$ cat src/design/fsr_consts.svh
/*
 Constants of the settings reply and pin setup block: offsets, fields,
 reset values and reply codes. Assumes a 32-bit classic Wishbone bus.
*/
// Operation
// - Reply byte 0 echoes the read command, byte 1 carries the success code.
// - Falling-edge enable set: high-to-low on edge input sets the edge flag.
// - Rising-edge enable set: low-to-high on edge input sets the edge flag.
// - Converter reference field: 11 4.096V, 10 2.048V, 01 1.024V, 00 off.
// - Output-converter reference bit: one supply-derived, zero internal reference module.
// - Vendor identifier low byte at index 8, high byte at index 9.
// - Product identifier low byte at index 10, high byte at index 11.
// - Stored byte 12 becomes the power attributes used at enumeration.
// - Reported maximum bus current is twice stored byte 13, in mA.
// - Pin bytes at indices 4-6; output pins drive bit 4 after reset.
// - Bit 3 one makes a general-purpose pin input, zero output.
// - Pin zero codes: 000 general, 001 suspend, 010 receive activity; rest ignored.
// - Pin one: 000 general, 001 clock, 010 converter, 011 transmit, 100 edge.
// - Ignored codes (pin one 101-111, pin two 100-111) leave function unchanged.
// - Pin two: 000 general, 001 configured, 010 converter two, 011 analog out.
// - Configured indicator shows idle level, inverted once enumeration completes.
// - Clock output pin drives the clock divided by the five-bit setting; the code toggles it every setting cycles, dividing by twice the setting.
`ifndef FSR_CONSTS_SVH
`define FSR_CONSTS_SVH
`define FSR_ADR_CHIP7 6'h00
`define FSR_ADR_IDS 6'h04
`define FSR_ADR_POWER 6'h08
`define FSR_ADR_PINS 6'h0C
`define FSR_ADR_MISC 6'h10
`define FSR_ADR_CTRL 6'h14
`define FSR_ADR_STAT 6'h18
`define FSR_CTRL_APPLY 0
`define FSR_CTRL_CLR 1
`define FSR_RST_CHIP7 8'h00
`define FSR_RST_VID 16'h1234
`define FSR_RST_PID 16'h5678
`define FSR_RST_ATTR 8'h80
`define FSR_RST_MA 8'h32
`define FSR_RST_PIN 8'h08
`define FSR_RST_MISC 12'h001
`define FSR_CMD_ECHO 8'hB0
`define FSR_OK 8'h00
`define FSR_CHIP_LEN 8'h0E
`define FSR_GP_LEN 8'h08
`define FSR_IDX_LAST 6'h3F
`define FSR_ZERO8 8'h00
`endif

$ cat src/design/fsr_pkg.sv
/*
 Types of the settings reply and pin setup block.
 Assumes fsr_consts.svh supplies the numeric constants.
*/
`default_nettype none
package fsr_pkg;
  typedef struct packed {
    logic [2:0] spare;
    logic out_val;
    logic dir_in;
    logic [2:0] desig;
  } fsr_pin_s;
  typedef struct packed {
    logic spare7;
    logic fall_en;
    logic rise_en;
    logic [1:0] adc_ref;
    logic dac_supply;
    logic [1:0] spare;
  } fsr_chip7_s;
  typedef struct packed {
    logic valid;
    logic last;
    logic [5:0] index;
    logic [7:0] data;
  } fsr_rpt_s;
  typedef enum logic [3:0] {
    FN_GPIO, FN_SUSPEND, FN_RX_LED, FN_CLKOUT, FN_ADC,
    FN_TX_LED, FN_EDGE, FN_CFG, FN_DAC
  } fsr_fn_e;
  typedef enum logic {ST_IDLE, ST_SEND} fsr_state_e;
endpackage
`default_nettype wire

$ cat src/design/fsr_top.sv
/*
 Settings reply formatter and power-up pin setup, with a Wishbone slave
 holding the stored settings. Assumes synchronous pin and status inputs
 and a host path that takes reply bytes under valid/ready.
*/
`include "fsr_consts.svh"
`default_nettype none
module fsr_top (
  input wire logic clk_i, // 50 MHz clock
  input wire logic rst_i, // Synchronous reset, high
  input wire logic wb_cyc_i, // Bus cycle
  input wire logic wb_stb_i, // Bus strobe
  input wire logic wb_we_i, // Write
  input wire logic [5:0] wb_adr_i, // Byte address
  input wire logic [3:0] wb_sel_i, // Byte lanes
  input wire logic [31:0] wb_dat_i, // Write data
  output logic [31:0] wb_dat_o, // Read data
  output logic wb_ack_o, // Acknowledge
  input wire logic read_req_i, // Settings read request pulse
  input wire logic read_gp_i, // 1: pin settings reply, 0: chip settings
  input wire logic rpt_ready_i, // Host takes reply byte
  output fsr_pkg::fsr_rpt_s rpt_o, // Reply byte stream
  input wire logic [2:0] pin_in_i, // Pin levels
  output logic [2:0] pin_out_o, // Pin drive level
  output logic [2:0] pin_oe_o, // Pin drive enable
  input wire logic suspend_i, // Device suspended
  input wire logic rx_act_i, // Receive activity
  input wire logic tx_act_i, // Transmit activity
  input wire logic enum_done_i, // Enumeration completed
  output logic edge_flag_o, // Edge detection flag
  output logic [3:0] adc_ref_o, // One-hot: off, 1.024, 2.048, 4.096 V
  output logic dac_ref_supply_o, // 1: supply reference, 0: internal module
  output logic [15:0] vid_o, // Vendor identifier
  output logic [15:0] pid_o, // Product identifier
  output logic [7:0] usb_attr_o, // Power attributes
  output logic [8:0] max_ma_o, // Maximum current in mA
  output fsr_pkg::fsr_fn_e [2:0] pin_fn_o // Active pin functions
);
  import fsr_pkg::*;

  fsr_chip7_s chip7_q;
  logic [15:0] vid_q;
  logic [15:0] pid_q;
  logic [7:0] attr_q;
  logic [7:0] ma_q;
  fsr_pin_s [2:0] pins_q;
  logic [11:0] misc_q;
  logic apply_q;
  logic clr_d;
  logic edge_q;
  logic edge_prev_q;
  logic [4:0] div_cnt_q;
  logic clk_out_q;
  fsr_fn_e [2:0] fn_q;
  logic [2:0] gpio_val_q;
  logic [2:0] gpio_in_q;
  fsr_state_e state_q;
  logic sel_gp_q;
  logic [5:0] idx_q;
  logic bus_req;
  logic bus_wr;

  // Merge a write into a register under the byte lanes
  function automatic logic [31:0] merge(input logic [31:0] old, input logic [31:0] wd,
                                        input logic [3:0] sel);
    logic [31:0] r;
    r = old;
    for (int i = 0; i < 4; i++) begin
      if (sel[i]) begin
        r[i*8 +: 8] = wd[i*8 +: 8];
      end
    end
    return r;
  endfunction

  // Pin designation decode; unknown codes keep the previous function
  function automatic fsr_fn_e decode_fn(input int pin, input logic [2:0] code,
                                        input fsr_fn_e prev);
    fsr_fn_e f;
    f = prev;
    unique case (pin)
      0: begin
        unique case (code)
          3'h0: f = FN_GPIO;
          3'h1: f = FN_SUSPEND;
          3'h2: f = FN_RX_LED;
          default: f = prev;
        endcase
      end
      1: begin
        unique case (code)
          3'h0: f = FN_GPIO;
          3'h1: f = FN_CLKOUT;
          3'h2: f = FN_ADC;
          3'h3: f = FN_TX_LED;
          3'h4: f = FN_EDGE;
          default: f = prev;
        endcase
      end
      default: begin
        unique case (code)
          3'h0: f = FN_GPIO;
          3'h1: f = FN_CFG;
          3'h2: f = FN_ADC;
          3'h3: f = FN_DAC;
          default: f = prev;
        endcase
      end
    endcase
    return f;
  endfunction

  // Byte of the 64-byte reply at an index
  function automatic logic [7:0] reply_byte(input logic gp, input logic [5:0] idx,
                                            input fsr_chip7_s c7, input logic [15:0] vid,
                                            input logic [15:0] pid, input logic [7:0] attr,
                                            input logic [7:0] ma, input fsr_pin_s [2:0] pins,
                                            input logic [11:0] misc);
    logic [7:0] b;
    b = `FSR_ZERO8;
    unique case (idx)
      6'h00: b = `FSR_CMD_ECHO;
      6'h01: b = `FSR_OK;
      6'h02: b = gp ? `FSR_GP_LEN : `FSR_CHIP_LEN;
      6'h04: b = gp ? pins[0] : {1'b0, misc[10], misc[11], 1'b0, misc[9], misc[8], 2'b00};
      6'h05: b = gp ? pins[1] : {3'b000, misc[4:0]};
      6'h06: b = gp ? pins[2] : `FSR_ZERO8;
      6'h07: b = gp ? `FSR_ZERO8 : {1'b0, c7[6:2], 2'b00};
      6'h08: b = gp ? `FSR_ZERO8 : vid[7:0];
      6'h09: b = gp ? `FSR_ZERO8 : vid[15:8];
      6'h0A: b = gp ? `FSR_ZERO8 : pid[7:0];
      6'h0B: b = gp ? `FSR_ZERO8 : pid[15:8];
      6'h0C: b = gp ? `FSR_ZERO8 : attr;
      6'h0D: b = gp ? `FSR_ZERO8 : ma;
      default: b = `FSR_ZERO8;
    endcase
    return b;
  endfunction

  assign bus_req = wb_cyc_i && wb_stb_i && !wb_ack_o;
  assign bus_wr = bus_req && wb_we_i;

  // Bus acknowledge, one cycle after the request
  always_ff @(posedge clk_i) begin
    if (rst_i) begin
      wb_ack_o <= 1'b0;
    end else begin
      wb_ack_o <= bus_req;
    end
  end

  // Read data
  always_ff @(posedge clk_i) begin
    if (rst_i) begin
      wb_dat_o <= 32'h0000_0000;
    end else if (bus_req) begin
      unique case (wb_adr_i)
        `FSR_ADR_CHIP7: wb_dat_o <= {24'h000000, chip7_q};
        `FSR_ADR_IDS: wb_dat_o <= {pid_q, vid_q};
        `FSR_ADR_POWER: wb_dat_o <= {16'h0000, ma_q, attr_q};
        `FSR_ADR_PINS: wb_dat_o <= {8'h00, pins_q};
        `FSR_ADR_MISC: wb_dat_o <= {20'h00000, misc_q};
        `FSR_ADR_STAT: wb_dat_o <= {24'h000000, pin_in_i, state_q, 3'h0, edge_q};
        default: wb_dat_o <= 32'h0000_0000;
      endcase
    end
  end

  // Stored settings
  always_ff @(posedge clk_i) begin
    if (rst_i) begin
      chip7_q <= `FSR_RST_CHIP7;
      vid_q <= `FSR_RST_VID; // Arbitrary value
      pid_q <= `FSR_RST_PID; // Arbitrary value
      attr_q <= `FSR_RST_ATTR;
      ma_q <= `FSR_RST_MA;
      pins_q <= {`FSR_RST_PIN, `FSR_RST_PIN, `FSR_RST_PIN};
      misc_q <= `FSR_RST_MISC;
    end else if (bus_wr) begin
      unique case (wb_adr_i)
        `FSR_ADR_CHIP7: chip7_q <= 8'(merge({24'h0, chip7_q}, wb_dat_i, wb_sel_i));
        `FSR_ADR_IDS: {pid_q, vid_q} <= merge({pid_q, vid_q}, wb_dat_i, wb_sel_i);
        `FSR_ADR_POWER: {ma_q, attr_q} <= 16'(merge({16'h0, ma_q, attr_q}, wb_dat_i, wb_sel_i));
        `FSR_ADR_PINS: pins_q <= 24'(merge({8'h0, pins_q}, wb_dat_i, wb_sel_i));
        `FSR_ADR_MISC: misc_q <= 12'(merge({20'h0, misc_q}, wb_dat_i, wb_sel_i));
        default: ;
      endcase
    end
  end

  // Apply request: after reset and on software command
  always_ff @(posedge clk_i) begin
    if (rst_i) begin
      apply_q <= 1'b1;
    end else begin
      apply_q <= bus_wr && wb_adr_i == `FSR_ADR_CTRL && wb_sel_i[0] && wb_dat_i[`FSR_CTRL_APPLY];
    end
  end

  assign clr_d = bus_wr && wb_adr_i == `FSR_ADR_CTRL && wb_sel_i[0] && wb_dat_i[`FSR_CTRL_CLR];

  // Pin function, direction and level applied from the stored bytes
  for (genvar p = 0; p < 3; p++) begin : g_pin
    always_ff @(posedge clk_i) begin
      if (rst_i) begin
        fn_q[p] <= FN_GPIO;
        gpio_val_q[p] <= 1'b0;
        gpio_in_q[p] <= 1'b1;
      end else if (apply_q) begin
        fn_q[p] <= decode_fn(p, pins_q[p].desig, fn_q[p]);
        gpio_val_q[p] <= pins_q[p].out_val;
        gpio_in_q[p] <= pins_q[p].dir_in;
      end
    end
  end

  // Edge detect on pin one; set wins over clear
  always_ff @(posedge clk_i) begin
    if (rst_i) begin
      edge_prev_q <= 1'b0;
      edge_q <= 1'b0;
    end else begin
      edge_prev_q <= pin_in_i[1];
      if (fn_q[1] == FN_EDGE && chip7_q.fall_en && edge_prev_q && !pin_in_i[1]) begin
        edge_q <= 1'b1;
      end else if (fn_q[1] == FN_EDGE && chip7_q.rise_en && !edge_prev_q && pin_in_i[1]) begin
        edge_q <= 1'b1;
      end else if (clr_d) begin
        edge_q <= 1'b0;
      end
    end
  end

  // Clock output divider, zero treated as one
  always_ff @(posedge clk_i) begin
    if (rst_i) begin
      div_cnt_q <= 5'h00;
      clk_out_q <= 1'b0;
    end else if (div_cnt_q + 5'h01 >= misc_q[4:0]) begin
      div_cnt_q <= 5'h00;
      clk_out_q <= !clk_out_q;
    end else begin
      div_cnt_q <= div_cnt_q + 5'h01;
    end
  end

  // Pin drive per function
  for (genvar p = 0; p < 3; p++) begin : g_drive
    always_ff @(posedge clk_i) begin
      if (rst_i) begin
        pin_out_o[p] <= 1'b0;
        pin_oe_o[p] <= 1'b0;
      end else begin
        unique case (fn_q[p])
          FN_GPIO: begin
            pin_out_o[p] <= gpio_val_q[p];
            pin_oe_o[p] <= !gpio_in_q[p];
          end
          FN_SUSPEND: begin
            pin_out_o[p] <= misc_q[9] ^ suspend_i;
            pin_oe_o[p] <= 1'b1;
          end
          FN_RX_LED: begin
            pin_out_o[p] <= misc_q[10] ^ rx_act_i;
            pin_oe_o[p] <= 1'b1;
          end
          FN_TX_LED: begin
            pin_out_o[p] <= misc_q[11] ^ tx_act_i;
            pin_oe_o[p] <= 1'b1;
          end
          FN_CLKOUT: begin
            pin_out_o[p] <= clk_out_q;
            pin_oe_o[p] <= 1'b1;
          end
          FN_CFG: begin
            pin_out_o[p] <= misc_q[8] ^ enum_done_i;
            pin_oe_o[p] <= 1'b1;
          end
          default: begin
            pin_out_o[p] <= 1'b0;
            pin_oe_o[p] <= 1'b0;
          end
        endcase
      end
    end
  end

  // Settings handed to the converters and enumeration
  always_ff @(posedge clk_i) begin
    if (rst_i) begin
      adc_ref_o <= 4'h1;
      dac_ref_supply_o <= 1'b0;
      vid_o <= 16'h0000;
      pid_o <= 16'h0000;
      usb_attr_o <= 8'h00;
      max_ma_o <= 9'h000;
    end else begin
      adc_ref_o <= 4'(4'h1 << chip7_q.adc_ref);
      dac_ref_supply_o <= chip7_q.dac_supply;
      vid_o <= vid_q;
      pid_o <= pid_q;
      usb_attr_o <= attr_q;
      max_ma_o <= {ma_q, 1'b0};
    end
  end

  always_ff @(posedge clk_i) begin
    if (rst_i) begin
      edge_flag_o <= 1'b0;
      pin_fn_o <= '{FN_GPIO, FN_GPIO, FN_GPIO};
    end else begin
      edge_flag_o <= edge_q;
      pin_fn_o <= fn_q;
    end
  end

  // Reply sequencer
  always_ff @(posedge clk_i) begin
    if (rst_i) begin
      state_q <= ST_IDLE;
      sel_gp_q <= 1'b0;
      idx_q <= 6'h00;
      rpt_o <= '0;
    end else begin
      unique case (state_q)
        ST_IDLE: begin
          if (read_req_i) begin
            state_q <= ST_SEND;
            sel_gp_q <= read_gp_i;
            idx_q <= 6'h00;
            rpt_o <= '{valid: 1'b1, last: 1'b0, index: 6'h00,
                       data: reply_byte(read_gp_i, 6'h00, chip7_q, vid_q, pid_q, attr_q,
                                        ma_q, pins_q, misc_q)};
          end
        end
        ST_SEND: begin
          if (rpt_ready_i) begin
            if (idx_q == `FSR_IDX_LAST) begin
              state_q <= ST_IDLE;
              rpt_o <= '0;
            end else begin
              idx_q <= idx_q + 6'h01;
              rpt_o <= '{valid: 1'b1, last: (idx_q + 6'h01) == `FSR_IDX_LAST,
                         index: idx_q + 6'h01,
                         data: reply_byte(sel_gp_q, idx_q + 6'h01, chip7_q, vid_q, pid_q,
                                          attr_q, ma_q, pins_q, misc_q)};
            end
          end
        end
      endcase
    end
  end
endmodule
`default_nettype wire

$ cat config.mk
export PLATFORM = sky130hd
export DESIGN_NAME = fsr_top
export DESIGN_NICKNAME = d
export VERILOG_FILES = /design/src/design/fsr_pkg.sv /design/src/design/fsr_top.sv
export VERILOG_INCLUDE_DIRS = /design/src /design/src/design
export SDC_FILE = /design/constraint.sdc
export NUM_CORES = 1
export LEC_CHECK = 0
export ABC_CLOCK_PERIOD_IN_PS = 3300
export BUFFER_PORTS_ARGS = -buffer_cell sky130_fd_sc_hd__buf_2
export CAP_MARGIN = 20
export CORE_ASPECT_RATIO = 0.9
export CORE_UTILIZATION = 56
export DETAILED_ROUTE_END_ITERATION = 6
export PLACE_DENSITY = 0.82
export SYNTH_ARGS = -nofsm -noshare
export SYNTH_HDL_FRONTEND = slang
export SYNTH_SLANG_ARGS = --single-unit
export TNS_END_PERCENT = 100
$ cat constraint.sdc
create_clock -name clk_i -period 3.3 [get_ports clk_i]
set_input_delay 0.165 -clock clk_i [delete_from_list [all_inputs] [get_ports clk_i]]
set_output_delay 0.165 -clock clk_i [all_outputs]
set_load 0.005 [all_outputs]
### Word level (Yosys, flattened, before mapping)

Index checks and enable logic that the tools add are counted.
Widths: inputs -> output; s select.

* bits of input ports: 57
* word-level logic and storage cells: 213
* flip-flop bits (word level): 249

* bitwise gates (word level): 5
* $lt $le $gt $ge: 1
* shift operators: 1
* equality and inequality tests: 47
* $add $sub $neg: 2
* reductions and logical operators: 54
* muxes and demuxes: 37

Operators by type and width (count)
* $pmux 32 s6: 1
* $pmux 8 s12: 1
* $mux 8: 9
* $eq 6x4->1 const B: 8
* $mux 16: 3
* $reduce_and 3->1: 13
* $pmux 16 s2: 1
* $eq 6x3->1 const B: 5
* $eq 4x3->1 const B: 7
* $eq 4x2->1 const B: 6
* $pmux 4 s5: 1
* $eq 6x5->1 const B: 3
* $mux 6: 3
* $pmux 1 s6: 3
* $pmux 4 s4: 1
* $eq 3x2->1 const B: 5
* $reduce_or 5->1: 3
* $logic_and 1x1->1: 13
* $eq 4x1->1 const B: 3
* $eq 6x6->1 const B: 2
* $logic_not 4->1: 3
* $logic_not 6->1: 2
* $pmux 4 s3: 1
* $pmux 6 s2: 1
* 21 further kinds: 49

### Depth between registers and ports, before layout

* word-level depth: 9
* depth in mapped cells: 11

### Worst setup path after synthesis

No wires, ideal clock.

* path kind: register to register
* start: reg idx_q[1]
* end: reg rpt_o[4] in the netlist's numbering
* data required time: 3.214 ns
* setup slack: 0.925 ns
* path buffers: 1
* cell stages (with the launch flop): 10
* period minus slack after synthesis: 2.375 ns
* arrival: 2.289 ns
* cells stage by stage: dfxtp_1 -> ha_1 -> buf_6 -> nand2_4 -> or4_4 -> a21o_1 -> or3_1 -> o2111ai_1 -> a311oi_1 -> a211oi_1

* cells in the longest elaborated chain, start to end: 6
* elaborated cells on any way between the ends: 18
* those cells by class: 1 x add/sub; 12 x eq/ne; 4 x mux; 1 x reduce/logical

RTL lines
* start, declared: RTL line fsr_top.sv:59 `logic [5:0] idx_q;`
* start signal, assigned: RTL line fsr_top.sv:342 `idx_q <= idx_q + 6'h01;`
* $add 6x1->6: RTL line fsr_top.sv:345 `data: reply_byte(sel_gp_q, idx_q + 6'h01, chip7_q, vid_q, pid_q,`
* $eq 6x4->1, or another cell as far along: RTL line fsr_top.sv:121 `unique case (idx)`
* $pmux 8 s12: RTL line fsr_top.sv:121
* $mux 16 (*): RTL line fsr_top.sv:338 `` if (idx_q == `FSR_IDX_LAST) begin ``
* $mux 16 (*): RTL line fsr_top.sv:337 `if (rpt_ready_i) begin`
* $pmux 16 s2 (*): RTL line fsr_top.sv:325 `unique case (state_q)`
* end signal, assigned: RTL line fsr_top.sv:331 `rpt_o <= '{valid: 1'b1, last: 1'b0, index: 6'h00,`
* end signal, assigned: RTL line fsr_top.sv:343 `` rpt_o <= '{valid: 1'b1, last: (idx_q + 6'h01) == `FSR_IDX_LAST, ``
* end, declared: RTL line fsr_top.sv:22 `output fsr_pkg::fsr_rpt_s rpt_o,`

Every way passes the cells marked *; elsewhere a longest branch is shown, timed or not. The select of a mux whose other input is x is not followed.
A chain may end at the register's enable or synchronous reset.

### Final worst setup path

* start: reg idx_q[0]
* end: reg rpt_o[5] in the netlist's numbering

The elaborated chain is that of the path after synthesis.

==> flow_summary.ini <==
[die]
io_pins = 179
dieArea_sq_mm = 0.01888
die_h_um = 130.4
rows = 46
core_sq_mm = 0.01778
die_x_um = 144.7
start_util = 0.5772

[worst_setup_path]
cp_slowest_stage_delay_ps = 570
crit_path_max_fanout = 13
cp-start-kind = register
crit_start = idx_q[0]$_SDFFE_PP0P_
cpMostUsedCell = and2_1
cp_top_family = compound AO/OA/AOI/OAI gates
cp_slowest_cell = dfxtp_1
cp_cell_sequence = ha_1, nand4_1, o32ai_1, and2_1, and2_1, a32oi_1, a22o_1, a221oi_1
worstPathRequired_ps = 3720
r2r_cells = 8
rrSetupSlack_ps = 300
endpoint = rpt_o[5]$_SDFFE_PP0P_
cp.depth = 8
critPathKind = reg2reg
end_kind = register
rr_endpoint = rpt_o[5]$_SDFFE_PP0P_
r2r_start = idx_q[0]$_SDFFE_PP0P_
cp.arrival_ps = 3430
path_buf_inv = 0

[power]
pwr-share-seq = 0.480
comb_power_share = 0.057
power.share.switching = 0.2297
p_sw_mw = 1.412
power.density_mw_per_mm2 = 494.4
power_leakage_nw = 5.267
p_int_mw = 4.735
vdd_drop_max_mv = 0.4170
power_mw = 6.147
clock_power_share = 0.463

[global_route]
grt_first_pass_wirelength_um = 49230
grt_pass1_vias = 8873
grt_max_degree = 109
overflow = 0
grt.total_usage = 0.3419
grt_antenna_before_repair = 0

[logic_synthesis]
yosys_warnings = 0
synth_top_family_by_area = simple AND/OR/NAND/NOR gates
syn_avg_cell_area_sq_um = 8.758
synth_top_area_frac = 0.4681
synth_compound_area_frac = 0.1866
synth_cells = 1172
yosysTopAreaCell = dfxtp_1
ys_async_sr_fraction = 0
muxShareOfSynthArea = 0.05997
ys_top_cells_by_count = dfxtp_1 (240), nand2_1 (159), nor2_1 (110)
ys_ff_latch = 240
synth-edff-count = 0
ys.flop_type = dfxtp_1
synth.area.top_cells = dfxtp_1 (47%), nand2_1 (5.8%), a21oi_1 (4.7%)
synth-simple-area-share = 0.2159
synth_xor_area_frac = 0.01195
synth_adder_area_share = 0.01341
ys_types = 61
netlist_area_sq_mm = 0.01026
yosysMostFrequentCell = dfxtp_1
ys_seq_area_frac = 0.4681

[clock_network]
root_buffer = clkbuf_16
post_cts_buffers = 0
cts_resized = 0
insertion_delay_ps = 530
cts_buffers = 25
cts_sinks = 240
clock_path_buffers = 3
path_clk_slew_ps = 60
cts_max_level = 1
cts_tree = built

[drt]
dr_total_vias = 9679
drc = 0
antenna_left = 0
drt-pass1-iter-count = 5
drt_iter0_drc = 900
avgRoutedWirePerCell_um = 20.41
drt-total-wl_um = 32710
viasPerCell = 6.038

[sta]
whs_ps = 32.06
finClkSkew_ps = 15.08
finalSetupViolations = 0
report.final.slew_viol_count = 0
fmax_mhz = 332.9
tns_ps = 0
rsz0062_at_grt = false
fin_crit_ps = 3004
worst_slew_pin_slew_ps = 803.8
hold_viol = 0
relSlewSlack = 0.4641
period_share = 0.9102

[layout]
antenna_cells = 0
nets = 1413
fin_util = 0.6992
multi_input_area_sq_mm = 0.005022
drive_above_1_share = 0.1893
regArea_sq_mm = 0.004805
nFillCells = 1416
area_growth_pct = 21.14
final_area_sq_mm = 0.01243

[place]
gp_congestion = 0.9601
hpwl_um = 22840
portBuffers = 174
postPlaceCellArea_sq_mm = 0.01125

[outcome]
outcome = finished clean

[hold_path]
hold_class = in2reg

[run]
maxCapViolations = 0
-- cell type report --
| cell class | count | share of cell area |
|---|---|---|
| clock buffers | 32 | 0.05645 |
| multi-input cells | 832 | 0.4039 |
| flip-flops and latches | 240 | 0.3864 |
| inverters | 13 | 0.003924 |
| clock inverters | 13 | 0.01097 |
| well taps | 240 | 0.02415 |
| repair buffers | 233 | 0.1142 |
-- flip-flops by register name (all words and copies together) (netlist names), 12 cells and up --
| signal | count |
|---|---|
| misc_q | 12 |
| pid_o | 16 |
| pid_q | 16 |
| pins_q | 24 |
| rpt_o | 16 |
| vid_o | 16 |
| vid_q | 16 |
| wb_dat_o | 32 |
-- worst min path at each step --
stage	startpoint	slack (ps)	cells after the start	end
6_report	wb_sel_i[1]	30	3	vid_q[14]$_SDFFE_PP0P_
5_1_grt	wb_sel_i[1]	50	3	vid_q[15]$_SDFFE_PP0P_
4_1_cts	wb_sel_i[1]	20	3	vid_q[14]$_SDFFE_PP0P_
3_5_place_dp	wb_dat_i[26]	380	3	pid_q[10]$_SDFFE_PP1P_
3_3_place_gp	wb_dat_i[30]	380	3	pid_q[14]$_SDFFE_PP1P_
2_1_floorplan	wb_dat_i[0]	280	1	apply_q$_SDFF_PP1_
-- layer usage --
layer  vias up  wire length [um]  global-route usage
met4         0              1188              0.1437
met3        99              3015             0.06195
met2       528             14550              0.5294
met1      4579             13960              0.4699
li1       4473                 -                   -
met5         -                 0                   0
-- tightest hold or removal path, cell delays in order --
cell and delay [ps]:
buf_2 180, nand3_1 110, a21oi_1 50
-- per-stage QoR --
stage               instances  worst slack, ps
floorplan                1175            925.1
global placement         1523            507.6
detailed placement       1523            396.9
CTS                      1603            373.9
global route             1603           0.2534
finish                   1603            296.2
-- logic make-up (layout without fill, tap and decap cells) --
family | Yosys count | in the layout
buffers and inverters | 103 | 291
other | 1 | 4
XOR/XNOR | 14 | 14
AO/OA/AOI/OAI | 284 | 284
adder cells (fa/ha/maj) | 11 | 11
multiplexers | 58 | 58
AND/OR/NAND/NOR | 461 | 461
flip-flops | 240 | 240
-- repair_timing --
item	in CTS	in global routing
hold endpoints to repair	88	0
setup endpoints to repair	0	0
hold buffers	35	0
-- power groups by stage --
stage | sequential, mW | combinational (mW) | clock, mW
2_1_floorplan | 3.01 | 0.186 | 0
3_3_place_gp | 3.02 | 0.305 | 0
3_5_place_dp | 3.02 | 0.307 | 0
4_1_cts | 2.95 | 0.340 | 2.86
5_1_grt | 2.95 | 0.374 | 2.98
6_report | 2.95 | 0.349 | 2.84
-- cells in the final DEF (no fill, tap or decap), drive strengths merged, types with 4 or more instances in the layout --
| cell | count |
|---|---|
| a211o | 11 |
| a21o | 10 |
| a21oi | 96 |
| a221oi | 13 |
| a222oi | 5 |
| a22o | 24 |
| a22oi | 49 |
| a31oi | 5 |
| a32oi | 6 |
| and2 | 10 |
| and3 | 13 |
| buf | 198 |
| clkbuf | 32 |
| clkinv | 5 |
| conb | 4 |
| dfxtp | 240 |
| dlygate4sd3 | 35 |
| ha | 11 |
| inv | 16 |
| mux2 | 8 |
| mux2i | 48 |
| nand2 | 161 |
| nand2b | 9 |
| nand3 | 36 |
| nand3b | 18 |
| nand4 | 7 |
| nor2 | 110 |
| nor2b | 69 |
| nor3 | 8 |
| nor3b | 5 |
| o211ai | 6 |
| o21ai | 27 |
| o22ai | 6 |
| o31ai | 4 |
| or3 | 4 |
| xnor2 | 6 |
| xor2 | 8 |
No activity file was read; power rests on OpenSTA's default activity.
